### src/rtl/fhc_pkg.sv
// constants and state types for the sector flash host controller
package fhc_pkg;

    // ************************************************************
    // pin geometry
    // ************************************************************
    localparam int unsigned ADDR_W       = 18;
    localparam int unsigned DATA_W       = 8;
    localparam int unsigned SECTOR_LSB   = 8;   // sector select bits 17..8
    localparam int unsigned SECTOR_W     = ADDR_W - SECTOR_LSB; // 1024 sectors
    localparam int unsigned SECTOR_BYTES = 256;
    localparam int unsigned UNLOCK_LEN   = 3;
    localparam int unsigned POLL_BIT     = 7;   // poll_status_bit
    localparam int unsigned TOGGLE_BIT   = 6;   // toggle_status_bit
    localparam int unsigned SYNC_STAGES  = 3;

    // ************************************************************
    // timing, figures in their own units, counts derived
    // ************************************************************
    localparam int unsigned CLK_FREQ_MHZ   = 100;
    localparam int unsigned STROBE_LOW_NS  = 50;   // well above 15 ns filter
    localparam int unsigned READ_ACCESS_NS = 150;
    localparam int unsigned LOAD_GAP_US    = 150;
    localparam int unsigned PROG_MAX_MS    = 20;
    localparam int unsigned POR_DELAY_MS   = 10;
    // least times round up
    localparam int unsigned STROBE_CYCLES =
        (STROBE_LOW_NS * CLK_FREQ_MHZ + 999) / 1000;
    localparam int unsigned READ_CYCLES =
        (READ_ACCESS_NS * CLK_FREQ_MHZ + 999) / 1000 + SYNC_STAGES;
    // longest time rounds down
    localparam int unsigned LOAD_GAP_CYCLES = LOAD_GAP_US * CLK_FREQ_MHZ;
    localparam int unsigned PROG_MAX_CYCLES =
        PROG_MAX_MS * 1000 * CLK_FREQ_MHZ;
    localparam int unsigned POR_CYCLES = POR_DELAY_MS * 1000 * CLK_FREQ_MHZ;
    localparam int unsigned GAP_MARGIN = 8;     // setup cycles before a fall
    localparam int unsigned TMR_W      = 21;

    // ************************************************************
    // controller state
    // ************************************************************
    typedef enum logic [2:0] {
        FHC_IDLE,
        FHC_WR_SETUP,
        FHC_WR_LOW,
        FHC_WR_END,
        FHC_GAP,
        FHC_RD,
        FHC_POLL
    } fhc_state_e;

    typedef struct packed {
        fhc_state_e              state;
        logic                    cmd_prog;
        logic [ADDR_W-1:0]       addr;
        logic [SECTOR_W-1:0]     sector;
        logic [1:0]              unl;
        logic [8:0]              load_cnt;
        logic [7:0]              cnt;
        logic [TMR_W-1:0]        tmo;
        logic [TMR_W-1:0]        por;
        logic                    por_done;
        logic                    last_bit7;
        logic                    prev_bit6;
        logic                    have_prev;
        logic [1:0][DATA_W-1:0]  buf_mem;
        logic [1:0]              buf_cnt;
        logic                    buf_wp;
        logic                    buf_rp;
        logic                    ce_n;
        logic                    oe_n;
        logic                    we_n;
        logic [DATA_W-1:0]       dq_out;
        logic                    dq_oe_n;
        logic [DATA_W-1:0]       dq_s1;
        logic [DATA_W-1:0]       dq_s2;
        logic [DATA_W-1:0]       dq_s3;
        logic                    cmd_ready;
        logic                    wr_ready;
        logic                    rd_valid;
        logic [DATA_W-1:0]       rd_data;
        logic                    done;
        logic                    err;
    } fhc_state_s;

endpackage

### src/rtl/fhc_host.sv
// host controller that reads and sector-programs a parallel flash
`timescale 1ns/1ps
module fhc_host #(
    parameter logic [17:0] UNLOCK_ADDR0 = 18'h00001,
    parameter logic [7:0]  UNLOCK_DATA0 = 8'h11,
    parameter logic [17:0] UNLOCK_ADDR1 = 18'h00002,
    parameter logic [7:0]  UNLOCK_DATA1 = 8'h22,
    parameter logic [17:0] UNLOCK_ADDR2 = 18'h00003,
    parameter logic [7:0]  UNLOCK_DATA2 = 8'h33,
    parameter int unsigned LOAD_GAP_CYC = fhc_pkg::LOAD_GAP_CYCLES,
    parameter int unsigned PROG_MAX_CYC = fhc_pkg::PROG_MAX_CYCLES,
    parameter int unsigned POR_CYC      = fhc_pkg::POR_CYCLES
) (
    input  wire logic        CLK_IN,
    input  wire logic        RST_N_IN,
    input  wire logic        CLK_EN_IN,
    input  wire logic        CMD_VALID_IN,
    input  wire logic        CMD_PROG_IN,
    input  wire logic [17:0] CMD_ADDR_IN,
    output logic             CMD_READY_OUT,
    input  wire logic        WR_VALID_IN,
    input  wire logic [7:0]  WR_DATA_IN,
    output logic             WR_READY_OUT,
    output logic             RD_VALID_OUT,
    output logic [7:0]       RD_DATA_OUT,
    output logic             DONE_OUT,
    output logic             ERR_OUT,
    output logic [17:0]      FL_ADDR_OUT,
    output logic             FL_CE_N_OUT,
    output logic             FL_OE_N_OUT,
    output logic             FL_WE_N_OUT,
    input  wire logic [7:0]  FL_DQ_IN,
    output logic [7:0]       FL_DQ_OUT,
    output logic             FL_DQ_OE_N_OUT
);

    // ************************************************************
    // limits at counter width
    // ************************************************************
    localparam int unsigned TW = fhc_pkg::TMR_W;
    localparam logic [TW-1:0] GAP_LIM  = TW'(LOAD_GAP_CYC);
    localparam logic [TW-1:0] GAP_ABRT =
        TW'(LOAD_GAP_CYC - fhc_pkg::GAP_MARGIN);
    localparam logic [TW-1:0] PROG_LIM = TW'(PROG_MAX_CYC);
    localparam logic [TW-1:0] POR_LIM  = TW'(POR_CYC - 1);
    localparam logic [7:0] STB_CNT = 8'(fhc_pkg::STROBE_CYCLES - 1);
    localparam logic [7:0] RD_CNT  = 8'(fhc_pkg::READ_CYCLES - 1);

    fhc_pkg::fhc_state_s r;
    fhc_pkg::fhc_state_s n;

    // ************************************************************
    // bus cycle launchers
    // ************************************************************
    // write: chip select low, output enable held high, data driven
    function automatic fhc_pkg::fhc_state_s start_wr(
        input fhc_pkg::fhc_state_s s,
        input logic [17:0]          a,
        input logic [7:0]           d
    );
        fhc_pkg::fhc_state_s t;
        t         = s;
        t.addr    = a;
        t.dq_out  = d;
        t.dq_oe_n = 1'b0;
        t.ce_n    = 1'b0;
        t.oe_n    = 1'b1;
        t.state   = fhc_pkg::FHC_WR_SETUP;
        return t;
    endfunction

    // read: bus released first so device and host never fight
    function automatic fhc_pkg::fhc_state_s start_rd(
        input fhc_pkg::fhc_state_s s,
        input logic [17:0]          a
    );
        fhc_pkg::fhc_state_s t;
        t         = s;
        t.addr    = a;
        t.dq_oe_n = 1'b1;
        t.ce_n    = 1'b0;
        t.oe_n    = 1'b0;
        t.cnt     = RD_CNT;
        t.state   = fhc_pkg::FHC_RD;
        return t;
    endfunction

    // ************************************************************
    // next state
    // ************************************************************
    always_comb
    begin
        logic             push;
        logic             pop;
        logic             fin;
        logic [17:0]      ua;
        logic [7:0]       ud;
        logic [7:0]       pb;
        push = WR_VALID_IN & r.wr_ready;
        pop  = 1'b0;
        fin  = 1'b0;
        pb   = r.buf_mem[r.buf_rp];
        n    = r;
        n.rd_valid = 1'b0;
        n.done     = 1'b0;
        n.err      = 1'b0;
        // three stage pin synchroniser on the data bus
        n.dq_s1 = FL_DQ_IN;
        n.dq_s2 = r.dq_s1;
        n.dq_s3 = r.dq_s2;
        // power-on lockout: no command, read or program, accepted for the delay
        if (!r.por_done)
        begin
            if (r.por == POR_LIM)
                n.por_done = 1'b1;
            else
                n.por = r.por + {{(TW-1){1'b0}}, 1'b1};
        end
        if (r.tmo != {TW{1'b1}})
            n.tmo = r.tmo + {{(TW-1){1'b0}}, 1'b1};
        // unlock command of the current step, issued in order
        ua = (r.unl == 2'd0) ? UNLOCK_ADDR0 :
             (r.unl == 2'd1) ? UNLOCK_ADDR1 : UNLOCK_ADDR2;
        ud = (r.unl == 2'd0) ? UNLOCK_DATA0 :
             (r.unl == 2'd1) ? UNLOCK_DATA1 : UNLOCK_DATA2;

        unique case (r.state)
            fhc_pkg::FHC_IDLE:
            begin
                n.cmd_ready = r.por_done;
                if (CMD_VALID_IN && r.cmd_ready)
                begin
                    n.cmd_ready = 1'b0;
                    n.cmd_prog  = CMD_PROG_IN;
                    n.addr      = CMD_ADDR_IN;
                    // kept apart: the unlock writes overwrite the address
                    n.sector    = CMD_ADDR_IN[17:fhc_pkg::SECTOR_LSB];
                    n.unl       = 2'd0;
                    n.load_cnt  = 9'h000;
                    if (CMD_PROG_IN)
                        n = start_wr(n, UNLOCK_ADDR0, UNLOCK_DATA0);
                    else
                        n = start_rd(n, CMD_ADDR_IN);
                end
            end
            fhc_pkg::FHC_WR_SETUP:
            begin
                // address settles before the fall, taken on it
                n.we_n = 1'b0;
                n.cnt  = STB_CNT;
            end
            fhc_pkg::FHC_WR_LOW:
            begin
                // pulse stays far wider than the device noise filter
                if (r.cnt == 8'h00)
                    n.we_n = 1'b1;
                else
                    n.cnt = r.cnt - 8'h01;
            end
            fhc_pkg::FHC_WR_END:
            begin
                // data latched on the strobe rise, then release
                n.ce_n    = 1'b1;
                n.dq_oe_n = 1'b1;
                n.tmo     = {TW{1'b0}};
                if (r.unl != 2'd3)
                    n.unl = r.unl + 2'd1;
            end
            fhc_pkg::FHC_GAP:
            begin
                if (r.unl != 2'd3)
                    n = start_wr(n, ua, ud);
                else if (r.load_cnt[8])
                begin
                    // wait out the load window before the first poll
                    n.have_prev = 1'b0;
                    if (r.tmo >= GAP_LIM)
                    begin
                        n.tmo = {TW{1'b0}};
                        n = start_rd(n, r.addr);
                    end
                end
                else if (r.buf_cnt != 2'd0)
                begin
                    // sequential offsets; any order would do
                    pop         = 1'b1;
                    n.last_bit7 = pb[fhc_pkg::POLL_BIT];
                    n.load_cnt  = r.load_cnt + 9'h001;
                    n = start_wr(n, {r.sector,
                                     r.load_cnt[7:0]}, pb);
                end
                else if (r.tmo >= GAP_ABRT)
                begin
                    // source starved: device will program a partial sector
                    n.err   = 1'b1;
                    n.state = fhc_pkg::FHC_IDLE;
                end
            end
            fhc_pkg::FHC_RD:
            begin
                // a change counts once the last two sync stages agree
                if (r.cnt != 8'h00)
                    n.cnt = r.cnt - 8'h01;
                else if (r.dq_s2 == r.dq_s3)
                begin
                    n.ce_n = 1'b1;
                    n.oe_n = 1'b1;
                    if (!r.cmd_prog)
                    begin
                        n.rd_data  = r.dq_s3;
                        n.rd_valid = 1'b1;
                        n.state    = fhc_pkg::FHC_IDLE;
                    end
                    else
                    begin
                        // true bit 7 and bit 6 steady mean the cycle ended
                        fin = (r.dq_s3[fhc_pkg::POLL_BIT] == r.last_bit7) &&
                              r.have_prev &&
                              (r.dq_s3[fhc_pkg::TOGGLE_BIT] == r.prev_bit6);
                        n.prev_bit6 = r.dq_s3[fhc_pkg::TOGGLE_BIT];
                        n.have_prev = 1'b1;
                        if (fin)
                        begin
                            n.done  = 1'b1;
                            n.state = fhc_pkg::FHC_IDLE;
                        end
                        else if (r.tmo >= PROG_LIM)
                        begin
                            n.err   = 1'b1;
                            n.state = fhc_pkg::FHC_IDLE;
                        end
                        else
                            n.state = fhc_pkg::FHC_POLL;
                    end
                end
            end
            fhc_pkg::FHC_POLL:
                // one cycle with output enable high splits successive reads
                n = start_rd(n, r.addr);
        endcase
        if (r.state == fhc_pkg::FHC_WR_LOW && r.cnt == 8'h00)
            n.state = fhc_pkg::FHC_WR_END;
        else if (r.state == fhc_pkg::FHC_WR_SETUP)
            n.state = fhc_pkg::FHC_WR_LOW;
        else if (r.state == fhc_pkg::FHC_WR_END)
            n.state = fhc_pkg::FHC_GAP;

        // two-entry buffer: ready drops at two so no word is lost
        if (push)
        begin
            n.buf_mem[r.buf_wp] = WR_DATA_IN;
            n.buf_wp = ~r.buf_wp;
        end
        if (pop)
            n.buf_rp = ~r.buf_rp;
        n.buf_cnt  = r.buf_cnt + {1'b0, push} - {1'b0, pop};
        n.wr_ready = (n.buf_cnt != 2'd2);
    end

    // ************************************************************
    // state register
    // ************************************************************
    always_ff @(posedge CLK_IN)
    begin
        if (!RST_N_IN)
        begin
            r           <= '0;
            r.state     <= fhc_pkg::FHC_IDLE;
            r.ce_n      <= 1'b1;
            r.oe_n      <= 1'b1;
            r.we_n      <= 1'b1;
            r.dq_oe_n   <= 1'b1;
            r.wr_ready  <= 1'b1;
        end
        else if (CLK_EN_IN)
            r <= n;
    end

    // outputs straight from the state register
    assign CMD_READY_OUT  = r.cmd_ready;
    assign WR_READY_OUT   = r.wr_ready;
    assign RD_VALID_OUT   = r.rd_valid;
    assign RD_DATA_OUT    = r.rd_data;
    assign DONE_OUT       = r.done;
    assign ERR_OUT        = r.err;
    assign FL_ADDR_OUT    = r.addr;
    assign FL_CE_N_OUT    = r.ce_n;
    assign FL_OE_N_OUT    = r.oe_n;
    assign FL_WE_N_OUT    = r.we_n;
    assign FL_DQ_OUT      = r.dq_out;
    assign FL_DQ_OE_N_OUT = r.dq_oe_n;

endmodule // fhc_host

### config.mk
export PLATFORM = sky130hd
export DESIGN_NAME = fhc_host
export DESIGN_NICKNAME = d
export VERILOG_FILES = /design/src/rtl/fhc_pkg.sv /design/src/rtl/fhc_host.sv
export SDC_FILE = /design/constraint.sdc
export NUM_CORES = 1
export LEC_CHECK = 0
export BUFFER_PORTS_ARGS = -buffer_cell sky130_fd_sc_hd__clkbuf_2
export CAP_MARGIN = 20
export CORE_UTILIZATION = 59
export CTS_CLUSTER_DIAMETER = 120
export DETAILED_ROUTE_END_ITERATION = 12
export PLACE_DENSITY = 0.8
export SYNTH_ARGS = -nofsm -noshare
export SYNTH_HDL_FRONTEND = slang
export SYNTH_SLANG_ARGS = --single-unit
### constraint.sdc
create_clock -name CLK_IN -period 3.5 [get_ports CLK_IN]
set_input_delay 0.525 -clock CLK_IN [delete_from_list [all_inputs] [get_ports CLK_IN]]
set_output_delay 0.525 -clock CLK_IN [all_outputs]
set_load 0.02 [all_outputs]
==> run_results.csv <==
group,metric,value,unit
placed_design,pre_cts_ws,824.8,ps
synth,synthXorXnorAreaFrac,4.287,%
timing,tightest_slew,823.4,ps
power_and_ir_drop,intPower,0.003028,W
finish,seqCellArea,3323,sq um
clock_tree,cts_max_path_buffers,2,
critical_path,crit_arrival,3010,ps
clock_tree,cts_root_buffer,"clkbuf_16",
critical_path,path_cells,"nor3b_1, nand2_1, nor2_1, buf_4, ha_1, inv_1, ha_1, xor2_1, xnor2_1, or3_1, o21ai_0, nand2_1",
synth,postSynthAreaPerCell,8.229,sq um
placed_design,place_congestion,0.9320,
floorplan,num_io_pins,83,
grt,grt_start_max_net_pins,74,
grt,grt_overflow,0,
grt,grt_pass1_wl,30.99,mm
floorplan,dieHeight,119.7,microns
synth,synth_cell_types,73,
critical_path,rr_worst_depth,12,
clock_tree,h-tree-depth,4,
timing,finalCritPeriodShare,77.31,%
critical_path,crit_family,"simple AND/OR/NAND/NOR gates",
power_and_ir_drop,swShare,23.31,%
power_and_ir_drop,seq_power_share,48.9,%
critical_path,r2r_slack,790,ps
drt,vias_per_cell,5.922,
timing,maxSlewViolCount,0,
drt,drc_errors,0,
synth,yosys_warnings,0,
timing,max_freq,369.6,MHz
outcome,status,"finished clean",
synth,synth.area.mux_share,5.038,%
finish,final_common_cell,"dfxtp_1",
synth,async_reset_ff_share,0,%
timing,min_period,2706,ps
floorplan,dieArea,14320,sq um
timing,layout_setup_ws,794.2,ps
floorplan,start_util,60.98,%
synth,synth_edf_count,0,
synth,netlist_area,8172,sq um
synth,synth_nets,1043,
critical_path,cp_data_required_time,3800,ps
hold_path,min_to,"r[67]$_SDFFE_PN0P_",
critical_path,r2r_end,"WR_READY_OUT$_SDFFE_PN1P_",
power_and_ir_drop,power_frac_comb,4.7,%
flow_run,cap_violations,0,
critical_path,critPathSlowestCell,"dfxtp_1",
placed_design,hpwlAfterDp,12.82,mm
drt,ant_nets,0,
synth,ys_ff_latch,166,
power_and_ir_drop,clkPwrFrac,46.4,%
synth,synth-compound-area-share,18.83,%
critical_path,rr_startpoint,"r[164]$_SDFFE_PN0P_",
critical_path,path_max_fanout,22,
synth,synth_top_family_by_area,"simple AND/OR/NAND/NOR gates",
finish,syn_to_final_growth,10.67,%
clock_tree,numCtsBuffers,17,
floorplan,core,13400,sq um
drt,num_vias,7171,
timing,clock_skew,6.619,ps
placed_design,port_buffers,82,
clock_tree,cts_tree,"done",
clock_tree,clkTransAtPathRegs,70,ps
critical_path,cp_num_buf_inv,2,
synth,ys.flop_type,"dfxtp_1",
synth,synthAdderAreaFrac,1.531,%
drt,wl,18.90,mm
synth,seq_area_frac_synth,40.67,%
hold_path,hp-class,"in2reg",
hold_path,hold_depth,3,
power_and_ir_drop,leakage,3.361,nW
drt,first_pass_iters,6,
grt,grt_pass1_vias,6352,
floorplan,rows,42,
drt,drt-initial-drc-count,574,
timing,setup_viol,0,
clock_tree,post_cts_buffers,0,
critical_path,cp-start-kind,"flop",
grt,antenna_found_initial,0,
synth,syn-instance-count,993,
finish,antenna_cells,0,
critical_path,crit_type,"reg2reg",
power_and_ir_drop,vdd_drop_max,0.5304,mV
clock_tree,numClockSinks,166,
synth,synthSimpleGateAreaFrac,22.95,%
timing,finalHoldViolations,0,
clock_tree,insertion_delay,430,ps
drt,routedWlPerCell,15.61,microns
finish,final_cell_mix,"dfxtp_1, nand2_1, nor2_1",
floorplan,fp.dieW,119.7,microns
power_and_ir_drop,powerDensity,436.6,nW/um^2
critical_path,max_stage_delay,510,ps
finish,multi_input_area,4317,sq um
clock_tree,cts_resized,0,
power_and_ir_drop,p_sw,0.0009203,W
critical_path,endpoint_kind,"flop",
finish,nFillCells,1113,
finish,fin_nets,1072,
critical_path,critPathLaunch,"r[164]$_SDFFE_PN0P_",
clock_tree,hold_buffers,0,
timing,relSlewSlack,44.91,%
finish,drive_above_1_share,14.59,%
timing,rsz0062_at_grt,"false",
timing,setup_tns,0,ps
hold_path,hold_start,"WR_DATA_IN[6]",
grt,track_usage,26.75,%
routing by layer:
metal,track usage (%),vias to the layer above,routed length (microns)
li1,-,3587,-
met1,36.31,3325,8615
met2,41.73,236,8680
met4,8.672,0,278
met3,6.464,23,1329
met5,0,-,0
logic make-up (layout without fill, tap and decap cells):
| kind of cell | Yosys count | after routing |
|---|---|---|
| multiplexers | 41 | 41 |
| AND/OR/NAND/NOR | 394 | 394 |
| buffers and inverters | 109 | 151 |
| AO/OA/AOI/OAI | 233 | 233 |
| adder cells (fa/ha/maj) | 10 | 10 |
| flip-flops | 166 | 166 |
| XOR/XNOR | 40 | 40 |
power by group through the flow:
| stage | combinational, W | clock [W] | sequential [W] |
|---|---|---|---|
| floorplan | 0.000122 | 0 | 0.00197 |
| global placement | 0.000179 | 0 | 0.00197 |
| detailed placement | 0.000182 | 0 | 0.00197 |
| CTS | 0.000184 | 0.00185 | 0.00193 |
| global route | 0.000202 | 0.00194 | 0.00193 |
| finish | 0.000184 | 0.00183 | 0.00193 |
flip-flops by register name, summed over array words and instances, names as in the netlist:
name and flops:
FL_CE_N_OUT 1, ERR_OUT 1, CMD_READY_OUT 1, DONE_OUT 1
RD_DATA_OUT 8, r 123, WR_READY_OUT 1, FL_DQ_OUT 8
FL_OE_N_OUT 1, FL_ADDR_OUT 18, RD_VALID_OUT 1, FL_WE_N_OUT 1
FL_DQ_OE_N_OUT 1
worst min-delay path, delay by kind of cell:
family                 cells  cell delay (ps)
AO/OA/AOI/OAI              1               50
buffers and inverters      1               90
AND/OR/NAND/NOR            1               50
area by class of cell:
class	instances	area share (%)
multi-input cells	718	47.73
inverters	25	1.065
clock buffers	21	5.202
well taps	176	2.435
clock inverters	11	1.287
flip-flops and latches	166	36.75
repair buffers	94	5.534
synthesized netlist by cell type (3+ instances only):
master / n / area, sq um
dfxtp_1: 166 / 3323
o2111ai_1: 4 / 35.03
nor3b_1: 3 / 22.52
mux2i_1: 40 / 400.4
nand2b_1: 5 / 31.28
a211oi_1: 20 / 150.1
or2_2: 3 / 18.77
inv_1: 24 / 90.09
clkbuf_1: 40 / 150.1
nor3_1: 18 / 90.09
ha_1: 10 / 125.1
xor2_1: 28 / 245.2
a31oi_1: 6 / 37.54
nand4_1: 15 / 93.84
and3_1: 13 / 81.33
buf_1: 7 / 26.28
nor4b_1: 4 / 35.03
a21boi_0: 5 / 37.54
o21a_1: 7 / 52.55
o211ai_1: 8 / 60.06
nand2_1: 126 / 473.0
a22oi_1: 17 / 127.6
o31ai_1: 5 / 37.54
buf_4: 34 / 255.2
nand3_1: 43 / 215.2
a2bb2oi_1: 3 / 26.28
o221a_2: 4 / 45.04
o21ai_1: 5 / 25.02
xnor2_1: 12 / 105.1
a21o_1: 5 / 37.54
and4_1: 3 / 26.28
nor4_1: 12 / 75.07
a21oi_1: 83 / 415.4
nand3b_1: 5 / 37.54
nor2_1: 114 / 427.9
o21ai_0: 32 / 160.2
or3_1: 18 / 112.6
worst max path at each step:
| stage | end | slack (ps) | cells after the start |
|---|---|---|---|
| floorplan | WR_READY_OUT$_SDFFE_PN1P_ | 810 | 13 |
| global placement | WR_READY_OUT$_SDFFE_PN1P_ | 910 | 12 |
| detailed placement | WR_READY_OUT$_SDFFE_PN1P_ | 820 | 12 |
| CTS | WR_READY_OUT$_SDFFE_PN1P_ | 810 | 12 |
| global route | WR_READY_OUT$_SDFFE_PN1P_ | 530 | 12 |
| finish | WR_READY_OUT$_SDFFE_PN1P_ | 790 | 12 |
through the flow:
stage	hold WS [ps]	util (%)	instance area, sq um	power (W)	instances
detailed placement	446.3	63.11	8457	0.002155	1179
finish	329.5	67.49	9044	0.003948	1211
global route	317.0	67.49	9044	0.004079	1211
CTS	319.0	67.49	9044	0.003969	1211
global placement	438.5	63.11	8457	0.002151	1179
floorplan	432.3	-	8172	0.002090	993
Power figures use the tool's default switching activity.
